`src/rtl/atr_pkg.sv`:
```
package atr_pkg;
  // Widths of the reading and of a serial byte
  localparam int TEMP_W = 13;
  localparam int WORD_W = 16;
  localparam int BYTE_W = 8;
  localparam int ADDR_W = 7;

  // Register pointers decoded on the two-wire bus
  localparam logic [7:0]  PTR_AMBIENT = 8'h05;
  localparam logic [7:0]  PTR_MAKER   = 8'h06;

  // Reset value of the ambient reading word
  localparam logic [15:0] AMBIENT_RESET = 16'h0000;

  // Field positions in the ambient reading word
  localparam int FLAG_CRIT_BIT  = 15;
  localparam int FLAG_UPPER_BIT = 14;
  localparam int FLAG_LOWER_BIT = 13;
  localparam int SIGN_BIT       = 12;

  // Resolution select codes and the data bits each keeps
  localparam logic [1:0]  RES_HALF      = 2'h0;
  localparam logic [1:0]  RES_QUARTER   = 2'h1;
  localparam logic [1:0]  RES_EIGHTH    = 2'h2;
  localparam logic [1:0]  RES_SIXTEENTH = 2'h3;
  localparam logic [12:0] MASK_HALF      = 13'h1FF8;
  localparam logic [12:0] MASK_QUARTER   = 13'h1FFC;
  localparam logic [12:0] MASK_EIGHTH    = 13'h1FFE;
  localparam logic [12:0] MASK_SIXTEENTH = 13'h1FFF;

  // Bus address and maker word; the maker value is arbitrary
  localparam logic [6:0]  SLAVE_ADDR_DEFAULT = 7'h18;
  localparam logic [15:0] MAKER_ID_DEFAULT   = 16'h0A5C;

  // Bits in one serial byte
  localparam logic [3:0]  BITS_PER_BYTE = 4'h8;

  // Serial protocol states
  typedef enum logic [2:0] {
    ST_IDLE,
    ST_ADDR,
    ST_ADDR_ACK,
    ST_WR_BYTE,
    ST_WR_ACK,
    ST_RD_BYTE,
    ST_RD_ACK
  } atr_state_t;
endpackage

```
`src/rtl/atr_readout.sv`:
```
// Behaviour
// - Ambient word is 16 bits, 13-bit two's complement temperature.
// - Reading is snapshot per read so conversions never disturb it.
// - Each converter result loads the word in one parallel update.
// - Bit 15 set when reading >= critical limit, else clear.
// - Bit 14 set when reading > upper limit, else clear.
// - Bit 13 set when reading < lower limit, else clear.
// - Bit 12 is the sign: one below zero degrees.
// - Flags ignore all alert configuration settings.
// - Low reading bits forced to zero per selected resolution.
// - Bit 11 weighs 2^7 degrees, bit 0 weighs 2^-4 degrees.
// - Upper byte first, then lower; host acks, nacks, stops.
// - Pointer 0x05 selects ambient word, zero after reset.
// - Pointer 0x06 selects the fixed read-only maker word.
// - Reading updates only outside low-power mode; bus stays active.
`timescale 1ns/100ps
module atr_readout #(
  parameter logic [6:0]  SLAVE_ADDR = atr_pkg::SLAVE_ADDR_DEFAULT,
  parameter logic [15:0] MAKER_ID   = atr_pkg::MAKER_ID_DEFAULT   // arbitrary value
) (
  // Clock and reset
  input  wire logic                         core_clk,
  input  wire logic                         rst,
  // Two-wire bus pins
  input  wire logic                         sclIn,
  input  wire logic                         sdaIn,
  output logic                              sdaOut,
  output logic                              sdaOe,
  // Converter result and surrounding settings
  input  wire logic [atr_pkg::TEMP_W-1:0]   convResult,
  input  wire logic                         convValid,
  input  wire logic [atr_pkg::TEMP_W-1:0]   critLimit,
  input  wire logic [atr_pkg::TEMP_W-1:0]   upperLimit,
  input  wire logic [atr_pkg::TEMP_W-1:0]   lowerLimit,
  input  wire logic [1:0]                   resolutionSel,
  input  wire logic                         lowPowerSelect,
  // Current ambient word
  output logic [atr_pkg::WORD_W-1:0]        ambientReading
);
  import atr_pkg::*;

  // Mask of data bits kept at a given resolution
  function automatic logic [TEMP_W-1:0] resMask(input logic [1:0] res);
    unique case (res)
      RES_HALF:    resMask = MASK_HALF;
      RES_QUARTER: resMask = MASK_QUARTER;
      RES_EIGHTH:  resMask = MASK_EIGHTH;
      default:     resMask = MASK_SIXTEENTH;
    endcase
  endfunction

  // Pick upper (sel=0) or lower (sel=1) byte of a word
  function automatic logic [BYTE_W-1:0] wordByte(input logic [WORD_W-1:0] w, input logic sel);
    wordByte = sel ? w[BYTE_W-1:0] : w[WORD_W-1:BYTE_W];
  endfunction

  logic                sclMeta;
  logic                sclSync;
  logic                sclPrev;
  logic                sdaMeta;
  logic                sdaSync;
  logic                sdaPrev;
  logic                sclRise;
  logic                sclFall;
  logic                startDet;
  logic                stopDet;
  atr_state_t          stateReg;
  logic [3:0]          bitCntReg;
  logic [BYTE_W-1:0]   shiftInReg;
  logic [BYTE_W-1:0]   shiftOutReg;
  logic                rwReg;
  logic                firstDataReg;
  logic                hostNackReg;
  logic                byteSelReg;
  logic [BYTE_W-1:0]   pointerReg;
  logic [WORD_W-1:0]   readWordReg;
  logic [WORD_W-1:0]   ambientReg;
  logic [TEMP_W-1:0]   maskedResult;
  logic [BYTE_W-1:0]   firstByte;
  logic [BYTE_W-1:0]   nextByte;

  // Pin synchronisers; first stage feeds only the second
  always_ff @(posedge core_clk or posedge rst) begin
    if (rst) begin
      sclMeta <= 1'b1;
      sclSync <= 1'b1;
      sdaMeta <= 1'b1;
      sdaSync <= 1'b1;
    end else begin
      sclMeta <= sclIn;
      sclSync <= sclMeta;
      sdaMeta <= sdaIn;
      sdaSync <= sdaMeta;
    end
  end

  // Previous levels for edge and condition detection
  always_ff @(posedge core_clk or posedge rst) begin
    if (rst) begin
      sclPrev <= 1'b1;
      sdaPrev <= 1'b1;
    end else begin
      sclPrev <= sclSync;
      sdaPrev <= sdaSync;
    end
  end

  // Clock edges and start/stop conditions on the bus
  assign sclRise  = sclSync & ~sclPrev;
  assign sclFall  = ~sclSync & sclPrev;
  assign startDet = sclSync & sclPrev & sdaPrev & ~sdaSync;
  assign stopDet  = sclSync & sclPrev & ~sdaPrev & sdaSync;

  assign maskedResult = convResult & resMask(resolutionSel);

  // Parallel load per conversion; held in low power
  always_ff @(posedge core_clk or posedge rst) begin
    if (rst) begin
      ambientReg <= AMBIENT_RESET;
    end else if (convValid && !lowPowerSelect) begin
      // Flags follow the loaded reading; no alert settings used
      ambientReg[FLAG_CRIT_BIT]  <= $signed(maskedResult) >= $signed(critLimit);
      ambientReg[FLAG_UPPER_BIT] <= $signed(maskedResult) > $signed(upperLimit);
      ambientReg[FLAG_LOWER_BIT] <= $signed(maskedResult) < $signed(lowerLimit);
      // Two's complement data, sign at bit 12
      ambientReg[SIGN_BIT:0]     <= maskedResult;
    end
  end

  assign ambientReading = ambientReg;

  // Bytes to send at the start of a read and after each host ack
  assign firstByte = wordByte(readWordReg, 1'b0);
  assign nextByte  = wordByte(readWordReg, byteSelReg);

  // Serial slave: address, pointer write, two-byte read
  always_ff @(posedge core_clk or posedge rst) begin
    if (rst) begin
      stateReg     <= ST_IDLE;
      bitCntReg    <= '0;
      shiftInReg   <= '0;
      shiftOutReg  <= '0;
      rwReg        <= 1'b0;
      firstDataReg <= 1'b0;
      hostNackReg  <= 1'b0;
      byteSelReg   <= 1'b0;
      pointerReg   <= '0;
      readWordReg  <= '0;
      sdaOe        <= 1'b0;
    end else if (startDet) begin
      // Start or repeated start restarts address capture
      stateReg  <= ST_ADDR;
      bitCntReg <= '0;
      sdaOe     <= 1'b0;
    end else if (stopDet) begin
      stateReg <= ST_IDLE;
      sdaOe    <= 1'b0;
    end else begin
      unique case (stateReg)
        ST_IDLE: begin
        end
        ST_ADDR: begin
          if (sclRise) begin
            shiftInReg <= {shiftInReg[BYTE_W-2:0], sdaSync};
            bitCntReg  <= bitCntReg + 4'h1;
          end else if (sclFall && bitCntReg == BITS_PER_BYTE) begin
            if (shiftInReg[BYTE_W-1:1] == SLAVE_ADDR) begin
              sdaOe    <= 1'b1;
              rwReg    <= shiftInReg[0];
              stateReg <= ST_ADDR_ACK;
              // Snapshot so a conversion cannot tear the read
              if (pointerReg == PTR_AMBIENT) begin
                readWordReg <= ambientReg;
              end else if (pointerReg == PTR_MAKER) begin
                readWordReg <= MAKER_ID;
              end else begin
                readWordReg <= '0;
              end
            end else begin
              stateReg <= ST_IDLE;
            end
          end
        end
        ST_ADDR_ACK: begin
          if (sclFall) begin
            if (rwReg) begin
              sdaOe       <= ~firstByte[BYTE_W-1];
              shiftOutReg <= {firstByte[BYTE_W-2:0], 1'b0};
              bitCntReg   <= 4'h1;
              byteSelReg  <= 1'b1;
              stateReg    <= ST_RD_BYTE;
            end else begin
              sdaOe        <= 1'b0;
              bitCntReg    <= '0;
              firstDataReg <= 1'b1;
              stateReg     <= ST_WR_BYTE;
            end
          end
        end
        ST_WR_BYTE: begin
          if (sclRise) begin
            shiftInReg <= {shiftInReg[BYTE_W-2:0], sdaSync};
            bitCntReg  <= bitCntReg + 4'h1;
          end else if (sclFall && bitCntReg == BITS_PER_BYTE) begin
            // Every data byte acked; only the first sets the pointer
            sdaOe        <= 1'b1;
            firstDataReg <= 1'b0;
            if (firstDataReg) begin
              pointerReg <= shiftInReg;
            end
            stateReg <= ST_WR_ACK;
          end
        end
        ST_WR_ACK: begin
          if (sclFall) begin
            sdaOe     <= 1'b0;
            bitCntReg <= '0;
            stateReg  <= ST_WR_BYTE;
          end
        end
        ST_RD_BYTE: begin
          if (sclFall) begin
            if (bitCntReg == BITS_PER_BYTE) begin
              sdaOe    <= 1'b0;
              stateReg <= ST_RD_ACK;
            end else begin
              sdaOe       <= ~shiftOutReg[BYTE_W-1];
              shiftOutReg <= {shiftOutReg[BYTE_W-2:0], 1'b0};
              bitCntReg   <= bitCntReg + 4'h1;
            end
          end
        end
        ST_RD_ACK: begin
          if (sclRise) begin
            hostNackReg <= sdaSync;
          end else if (sclFall) begin
            // Ack asks for the next byte, nack ends the read
            if (!hostNackReg) begin
              sdaOe       <= ~nextByte[BYTE_W-1];
              shiftOutReg <= {nextByte[BYTE_W-2:0], 1'b0};
              bitCntReg   <= 4'h1;
              byteSelReg  <= ~byteSelReg;
              stateReg    <= ST_RD_BYTE;
            end else begin
              stateReg <= ST_IDLE;
            end
          end
        end
      endcase
    end
  end

  // Open drain: only ever pulls low
  always_ff @(posedge core_clk or posedge rst) begin
    if (rst) begin
      sdaOut <= 1'b0;
    end else begin
      sdaOut <= 1'b0;
    end
  end
endmodule // atr_readout

```
`config.mk`:
```
export PLATFORM = sky130hd
export DESIGN_NAME = atr_readout
export DESIGN_NICKNAME = d
export VERILOG_FILES = /design/src/rtl/atr_pkg.sv /design/src/rtl/atr_readout.sv
export SDC_FILE = /design/constraint.sdc
export NUM_CORES = 1
export LEC_CHECK = 0
export ABC_CLOCK_PERIOD_IN_PS = 2500
export BUFFER_PORTS_ARGS = -buffer_cell sky130_fd_sc_hd__buf_2
export CORE_MARGIN = 4
export CORE_UTILIZATION = 37
export DETAILED_ROUTE_END_ITERATION = 8
export PLACE_DENSITY_LB_ADDON = 0.15
export SLEW_MARGIN = 20
export SYNTH_ARGS = -nofsm -noshare
export SYNTH_HDL_FRONTEND = slang
export SYNTH_SLANG_ARGS = --single-unit
```
`constraint.sdc`:
```
create_clock -name core_clk -period 2.5 [get_ports core_clk]
set_clock_uncertainty 0.2 [all_clocks]
set_input_delay 0.25 -clock core_clk [delete_from_list [all_inputs] [get_ports core_clk]]
set_output_delay 0.25 -clock core_clk [all_outputs]
set_load 0.005 [all_outputs]
```
======== Word level (Yosys, flattened, before mapping) ========
Index checks and enable logic that the tools add are counted.
cells by class
  equality and inequality tests ........... 43
  magnitude comparators ................... 3
  add/subtract/negate cells ............... 1
  bitwise operators ....................... 19
  reductions and logical operators ........ 20
  muxes and demuxes ....................... 67
operators with widths
  cell                  count
  $mux W8               8
  $ne A4 B4 Y1 const B  12
  $mux W3               14
  $mux W4               10
  $mux W1               25
  $pmux W8 S3           1
  $ne A2 B2 Y1 const B  11
  $ne A3 B3 Y1 const B  7
  $pmux W4 S5           1
  $reduce_and A10 Y1    2
  $pmux W3 S6           1
  $eq A8 B3 Y1 const B  2
  $mux W16              1
  $and A13 B13 Y13      1
  $ge A13 B13 Y1        1
  $gt A13 B13 Y1        1
  $lt A13 B13 Y1        1
  $mux W12              1
  $reduce_and A12 Y1    1
  $reduce_and A6 Y1     2
  $not A1 Y1            11
  $reduce_and A11 Y1    1
  $eq A3 B3 Y1 const B  3
  $pmux W3 S3           1
  other kinds (23)      34
storage, ports and cells
  flip-flop bits (word level) ............. 74
  logic and storage cells ................. 171
  output and inout bits ................... 18

======== Logic depth before layout (Yosys ltp) ========
  depth in word-level cells ............... 8
  mapped depth ............................ 9
  mapped depth without buffers ............ 8

======== Least setup slack after synthesis ========
OpenSTA, ideal clock, no wires.
  path kind ............................... register -> register
  start ................................... register stateReg[1]
  end ..................................... register stateReg[2]
  slack ................................... 166 ps
  buffers on the path ..................... 1
  arrival ................................. 2050 ps
  cell stages (with the launch flop) ...... 9
  cell sequence ........................... dfrtp_1 -> clkinv_1 -> ha_1 -> clkbuf_1 -> a21o_1 -> a21oi_2 -> a211oi_1 -> a2111o_1 -> a41oi_2
between the ends
  cells in the longest elaborated chain, start to end .. 4
  elaborated cells between the ends (all ways) .. 21
  those cells by class .................... 16 x eq/ne; 3 x mux; 2 x reduce/logical
ends and longest elaborated chain
  what                                        line                text
  from (decl)                                 atr_readout.sv:67   atr_state_t stateReg;
  from (signal assigned)                      atr_readout.sv:139  stateReg <= ST_IDLE;
  from (signal assigned)                      atr_readout.sv:152  stateReg <= ST_ADDR;
  from (signal assigned)                      atr_readout.sv:156  stateReg <= ST_IDLE;
  $eq A3 B3 Y1, or another cell as far along  atr_readout.sv:159  unique case (stateReg)
  $pmux W3 S6                                 atr_readout.sv:159
  $mux W3                                     atr_readout.sv:155  end else if (stopDet) begin
  $mux W3                                     atr_readout.sv:150  end else if (startDet) begin
Several ways; a longest one is shown, not always the timed one.
A chain may end at the register's enable or synchronous reset.

======== Worst setup path after layout ========
  start ................................... register bitCntReg[0]
  end ..................................... register stateReg[2]
between the ends
  cells in the longest elaborated chain, start to end .. 4
  elaborated cells between the ends (all ways) .. 6
  those cells by class .................... 4 x eq/ne; 2 x reduce/logical
ends and longest elaborated chain
  what                            line                                                        text
  from (decl)                     atr_readout.sv:68                                           logic [3:0] bitCntReg;
  from (signal assigned)          atr_readout.sv:165                                          bitCntReg <= bitCntReg + 4'h1;
  from (signal assigned)          atr_readout.sv:203                                          bitCntReg <= bitCntReg + 4'h1;
  from (signal assigned)          atr_readout.sv:229                                          bitCntReg <= bitCntReg + 4'h1;
  $eq A4 B4 Y1 *                  atr_readout.sv:166, atr_readout.sv:204, atr_readout.sv:223
  $logic_and A1 B1 Y1             atr_readout.sv:166, atr_readout.sv:204
  $ne A4 B4 Y1 (no line)          n/a
  $reduce_and A11 Y1 (no line) *  n/a
  to (signal assigned)            atr_readout.sv:170                                          stateReg <= ST_ADDR_ACK;
  to (signal assigned)            atr_readout.sv:211                                          stateReg <= ST_WR_ACK;
  to (signal assigned)            atr_readout.sv:225                                          stateReg <= ST_RD_ACK;
Mark *: on every way between the ends. The rest lies on a longest branch, timed or not.

==> impl_results.html <==
<table>
<tr><th>Metric</th><th>Value</th></tr>
<tr><th colspan="2">Placed design</th></tr>
<tr><td>Final HPWL from detailed placement</td><td>7890 um</td></tr>
<tr><td>Weighted congestion reported at the end of routability-driven placement</td><td>0.870</td></tr>
<tr><td>Number of buffers inserted by port buffering</td><td>76</td></tr>
<tr><th colspan="2">STA</th></tr>
<tr><td>Max Clock Freq</td><td>0.440 GHz</td></tr>
<tr><td>Number of pins exceeding their max-slew limit in the final report</td><td>0</td></tr>
<tr><td>Final Critical Period</td><td>2.27 ns</td></tr>
<tr><td>Sum of negative setup slack</td><td>0 ns</td></tr>
<tr><td>Slew margin rel.</td><td>0.637</td></tr>
<tr><td>Worst Hold Margin</td><td>0.0238 ns</td></tr>
<tr><td>Final hold vios</td><td>0</td></tr>
<tr><td>Final setup viols</td><td>0</td></tr>
<tr><td>Setup repair after global routing missed its margin</td><td>false</td></tr>
<tr><td>Final critical-path share of the clock period</td><td>0.909</td></tr>
<tr><td>Slew of the pin with the lowest slew margin</td><td>0.544 ns</td></tr>
<tr><th colspan="2">Power and ir drop</th></tr>
<tr><td>Worst vdd ir</td><td>317 uV</td></tr>
<tr><td>LEAKAGE</td><td>2.73 nW</td></tr>
<tr><td>Power density cells</td><td>628 nW/um^2</td></tr>
<tr><th colspan="2">Setup path</th></tr>
<tr><td>Cell chain of the critical path</td><td>inv_1 &gt; ha_1 &gt; and3b_1 &gt; nand2_1 &gt; o22ai_1 &gt; a211oi_1 &gt; a2111o_1 &gt; a41oi_2</td></tr>
<tr><td>CP endpoint kind</td><td>register</td></tr>
<tr><td>Critical-path cell with the highest stage delay</td><td>a2111o_1</td></tr>
<tr><td>Stage delay of the slowest cell on the critical path</td><td>0.42 ns</td></tr>
<tr><td>Startpoint type of the worst setup path</td><td>register</td></tr>
<tr><td>Kind of critical path</td><td>register to register</td></tr>
<tr><td>Required time at the worst-slack endpoint</td><td>2.55 ns</td></tr>
<tr><td>Largest fanout on the critical path</td><td>4</td></tr>
<tr><td>Critical path arrival</td><td>2.33 ns</td></tr>
<tr><th colspan="2">Global routing</th></tr>
<tr><td>Number of global-route vias before repair</td><td>3,753</td></tr>
<tr><td>Wire length of the first global-routing pass</td><td>17,700 um</td></tr>
<tr><td>Congestion Overflow GR</td><td>0</td></tr>
<tr><td>Largest net degree at the start of global routing</td><td>74</td></tr>
<tr><td>Global-route total usage across every layer</td><td>0.153</td></tr>
<tr><td>Antenna violations before repair</td><td>0</td></tr>
<tr><th colspan="2">Finish</th></tr>
<tr><td>Multi-input gate area</td><td>2370 sq um</td></tr>
<tr><td>Fraction of layout cells with a size suffix above 1</td><td>0.261</td></tr>
<tr><td>Area growth from synthesis to layout</td><td>21.1%</td></tr>
<tr><td># fillers</td><td>1,106</td></tr>
<tr><td>Number of nets in the finished design</td><td>664</td></tr>
<tr><td>Antenna diodes</td><td>0</td></tr>
<tr><td>Area of all sequential standard cells</td><td>1830 sq um</td></tr>
<tr><th colspan="2">Synth</th></tr>
<tr><td>XOR/XNOR Fraction of Synth Area</td><td>0.00195</td></tr>
<tr><td>Share of synthesized cell area in and, or, nand and nor gates</td><td>0.154</td></tr>
<tr><td>Largest family of logic cells by synthesized area</td><td>compound AO/OA/AOI/OAI gates</td></tr>
<tr><td>Net count after synthesis</td><td>581</td></tr>
<tr><td>Synth cell types</td><td>54</td></tr>
<tr><td>Yosys warning count</td><td>0</td></tr>
<tr><td>EDFF count, synth</td><td>0</td></tr>
<tr><td>Average cell area after synthesis</td><td>9.34 sq um</td></tr>
<tr><td>Proportion of synthesized flip-flops having asynchronous set or reset</td><td>1.00</td></tr>
<tr><td>Post-synthesis adder-cell area fraction</td><td>0.114</td></tr>
<tr><td>Post-synthesis cell area</td><td>4480 sq um</td></tr>
<tr><td>Post-Synthesis Cells</td><td>480</td></tr>
<tr><td>Sequential element share of the synthesized area</td><td>0.409</td></tr>
<tr><td>Portion of netlist area occupied by mux cells</td><td>0.0935</td></tr>
<tr><td>Number of register bits inferred by synthesis</td><td>73</td></tr>
<tr><td>Top flip-flop cell by instance count after synthesis</td><td>dfrtp_1</td></tr>
<tr><td>Compound-Gate Fraction of Synth Area</td><td>0.163</td></tr>
<tr><th colspan="2">Die</th></tr>
<tr><td>Chip Width</td><td>118 um</td></tr>
<tr><td>Number of primary I/O pins</td><td>78</td></tr>
<tr><td>Initial core utilization</td><td>0.386</td></tr>
<tr><td>Die Outline Area</td><td>13,900 sq um</td></tr>
<tr><td>Rows</td><td>39</td></tr>
<tr><td>Std-Cell Core Area</td><td>11,600 sq um</td></tr>
<tr><td>Die height</td><td>118 um</td></tr>
<tr><th colspan="2">Clocking</th></tr>
<tr><td>Clock transition at the register clock pins on the worst setup and hold paths after CTS</td><td>0.06 ns</td></tr>
<tr><td>Buffers from clock root to sink, at most</td><td>2</td></tr>
<tr><td>Root Buffer</td><td>clkbuf_16</td></tr>
<tr><td>Clock net sink count</td><td>73</td></tr>
<tr><td>Clock insertion delay at the later pin of the skew report</td><td>0.33 ns</td></tr>
<tr><td>Clock tree from TritonCTS</td><td>done</td></tr>
<tr><td># H-tree levels</td><td>3</td></tr>
<tr><td>Clock buffer count from CTS</td><td>9</td></tr>
<tr><td>Post-CTS setup buffer count</td><td>0</td></tr>
<tr><th colspan="2">Drt</th></tr>
<tr><td>Detailed router's first-iteration violation count</td><td>352</td></tr>
<tr><td>Vias per cell</td><td>5.14</td></tr>
<tr><td>Total number of vias</td><td>3,657</td></tr>
<tr><td>Remaining routing DRC violations</td><td>0</td></tr>
<tr><td>Routed length per placed instance</td><td>14.5 um</td></tr>
<tr><td>Total routed wirelength</td><td>10,300 um</td></tr>
<tr><td>First-pass DRT Iterations</td><td>4</td></tr>
<tr><td>Antenna-violating nets left</td><td>0</td></tr>
<tr><th colspan="2">Min path</th></tr>
<tr><td>Class of the most critical hold timing path</td><td>primary input to register</td></tr>
<tr><th colspan="2">Outcome</th></tr>
<tr><td>Outcome</td><td>complete, no violations</td></tr>
<tr><th colspan="2">Run</th></tr>
<tr><td>Count of maximum capacitance violations</td><td>0</td></tr>
</table>
## sequential cells by signal, summed over array words and instances, names as in the netlist, 3 cells and up
signal,cells
shiftOutReg,7
readWordReg,16
stateReg,3
bitCntReg,4
ambientReading,16
shiftInReg,8
pointerReg,8
## cell families after synthesis
kind of cell             count (synthesis)
flip-flops                              73
XOR/XNOR                                 1
other                                    1
AND/OR/NAND/NOR                        140
adder cells (fa/ha/maj)                 41
multiplexers                            38
buffers and inverters                   68
AO/OA/AOI/OAI                          118
## worst paths after layout
path,start,to,slack [ns],cells past startpoint
max reg2reg,bitCntReg[0],stateReg[2],0.23,8
min,convResult[4],ambientReading[4],0.02,2
min reg2reg,sdaMeta,sdaSync,0.15,0
min in group asynchronous,rst,shiftInReg[5],0.34,4
max in group asynchronous,rst,sdaPrev,1.43,4
max,bitCntReg[0],stateReg[2],0.23,8
## timing repair
action / in CTS / in global routing
endpoints found under the setup margin: 0 / 8
hold buffers: 3 / 0
resized for setup: 0 / 1
endpoints found under the hold margin: 69 / 0
## synth_stat cells (2+ instances only)
| cell | count | area (sq um) |
|---|---|---|
| dfrtp_1 | 67 | 1680 |
| nand2_1 | 53 | 199 |
| inv_1 | 48 | 180 |
| ha_1 | 41 | 513 |
| a21oi_1 | 36 | 180 |
| o21ai_0 | 33 | 165 |
| mux2_2 | 31 | 349 |
| nor2_1 | 23 | 86.3 |
| nand3_1 | 14 | 70.1 |
| a21o_1 | 12 | 90.1 |
| nand2b_1 | 12 | 75.1 |
| clkbuf_1 | 10 | 37.5 |
| a211oi_1 | 9 | 67.6 |
| mux2i_1 | 7 | 70.1 |
| nand4_1 | 7 | 43.8 |
| dfstp_2 | 6 | 158 |
| nor2b_1 | 6 | 37.5 |
| buf_2 | 5 | 25.0 |
| nor3_1 | 5 | 25.0 |
| nor4_1 | 4 | 25.0 |
| o22ai_1 | 4 | 25.0 |
| a22oi_1 | 3 | 22.5 |
| a31oi_1 | 3 | 18.8 |
| and2_1 | 2 | 12.5 |
| buf_6 | 2 | 22.5 |
| nand3b_1 | 2 | 15.0 |
| nand4b_1 | 2 | 17.5 |
| nor3b_1 | 2 | 15.0 |
| o211ai_1 | 2 | 15.0 |
| o31ai_1 | 2 | 15.0 |
| o32ai_1 | 2 | 17.5 |
| o41ai_1 | 2 | 17.5 |
| or3_1 | 2 | 12.5 |
## power by group
| group | leakage [nW] | switching, mW | internal, mW |
|---|---|---|---|
| registers | 0.953 | 0.123 | 1.30 |
| clock network | 0.172 | 0.486 | 0.996 |
| logic | 1.61 | 0.247 | 0.256 |
| total | 2.73 | 0.855 | 2.55 |
## through the flow
stage / utilization / power [mW] / worst slack, ns / cell area (sq um) / instances
2_1_floorplan: - / 1.72 / 0.166 / 4480 / 480
3_3_place_gp: 0.435 / 1.94 / 0.283 / 5050 / 692
3_5_place_dp: 0.435 / 1.95 / 0.163 / 5050 / 692
4_1_cts: 0.467 / 3.44 / 0.162 / 5420 / 711
5_1_grt: 0.467 / 3.58 / 0.0745 / 5430 / 711
6_report: 0.467 / 3.41 / 0.228 / 5430 / 711
## critical path: cells and delay by family (launching register included)
kind / cells / cell delay, ns
fa+ha+maj: 1 / 0.16
simple gates: 2 / 0.41
compound gates: 4 / 0.92
flops: 1 / 0.41
buf+inv: 1 / 0.09
## area by class of cell
cell class	instances	share of cell area
Multi-Input combinational cell	339	0.437
Sequential cell	73	0.338
Timing Repair Buffer	91	0.0945
Clock buffer	10	0.0440
Inverter	49	0.0339
Tap cell	143	0.0330
Clock inverter	6	0.0194
## routing by layer
layer / GRT usage / up-vias / routed length [um]
met3: 0.0250 / 17 / 520
li1: - / 1860 / -
met5: 0 / - / 0
met4: 0.0769 / 0 / 258
met2: 0.233 / 107 / 4590
met1: 0.211 / 1673 / 4940
## cells in the final DEF, fill, tap and decap left out, types with 4 or more instances in the layout
cell,count
nor2_1,23
nor3_1,5
buf_4,11
o21ai_0,33
a211oi_1,9
mux2i_1,7
buf_2,76
dfrtp_1,67
ha_1,41
o22ai_1,4
nand3_1,13
dfstp_2,6
nand4_1,7
nor4_1,4
a21o_1,12
inv_1,47
mux2_2,31
clkbuf_16,9
a21oi_1,36
nand2b_1,12
nand2_1,53
nor2b_1,6
Note: power is estimated with default switching activity, not from simulation.
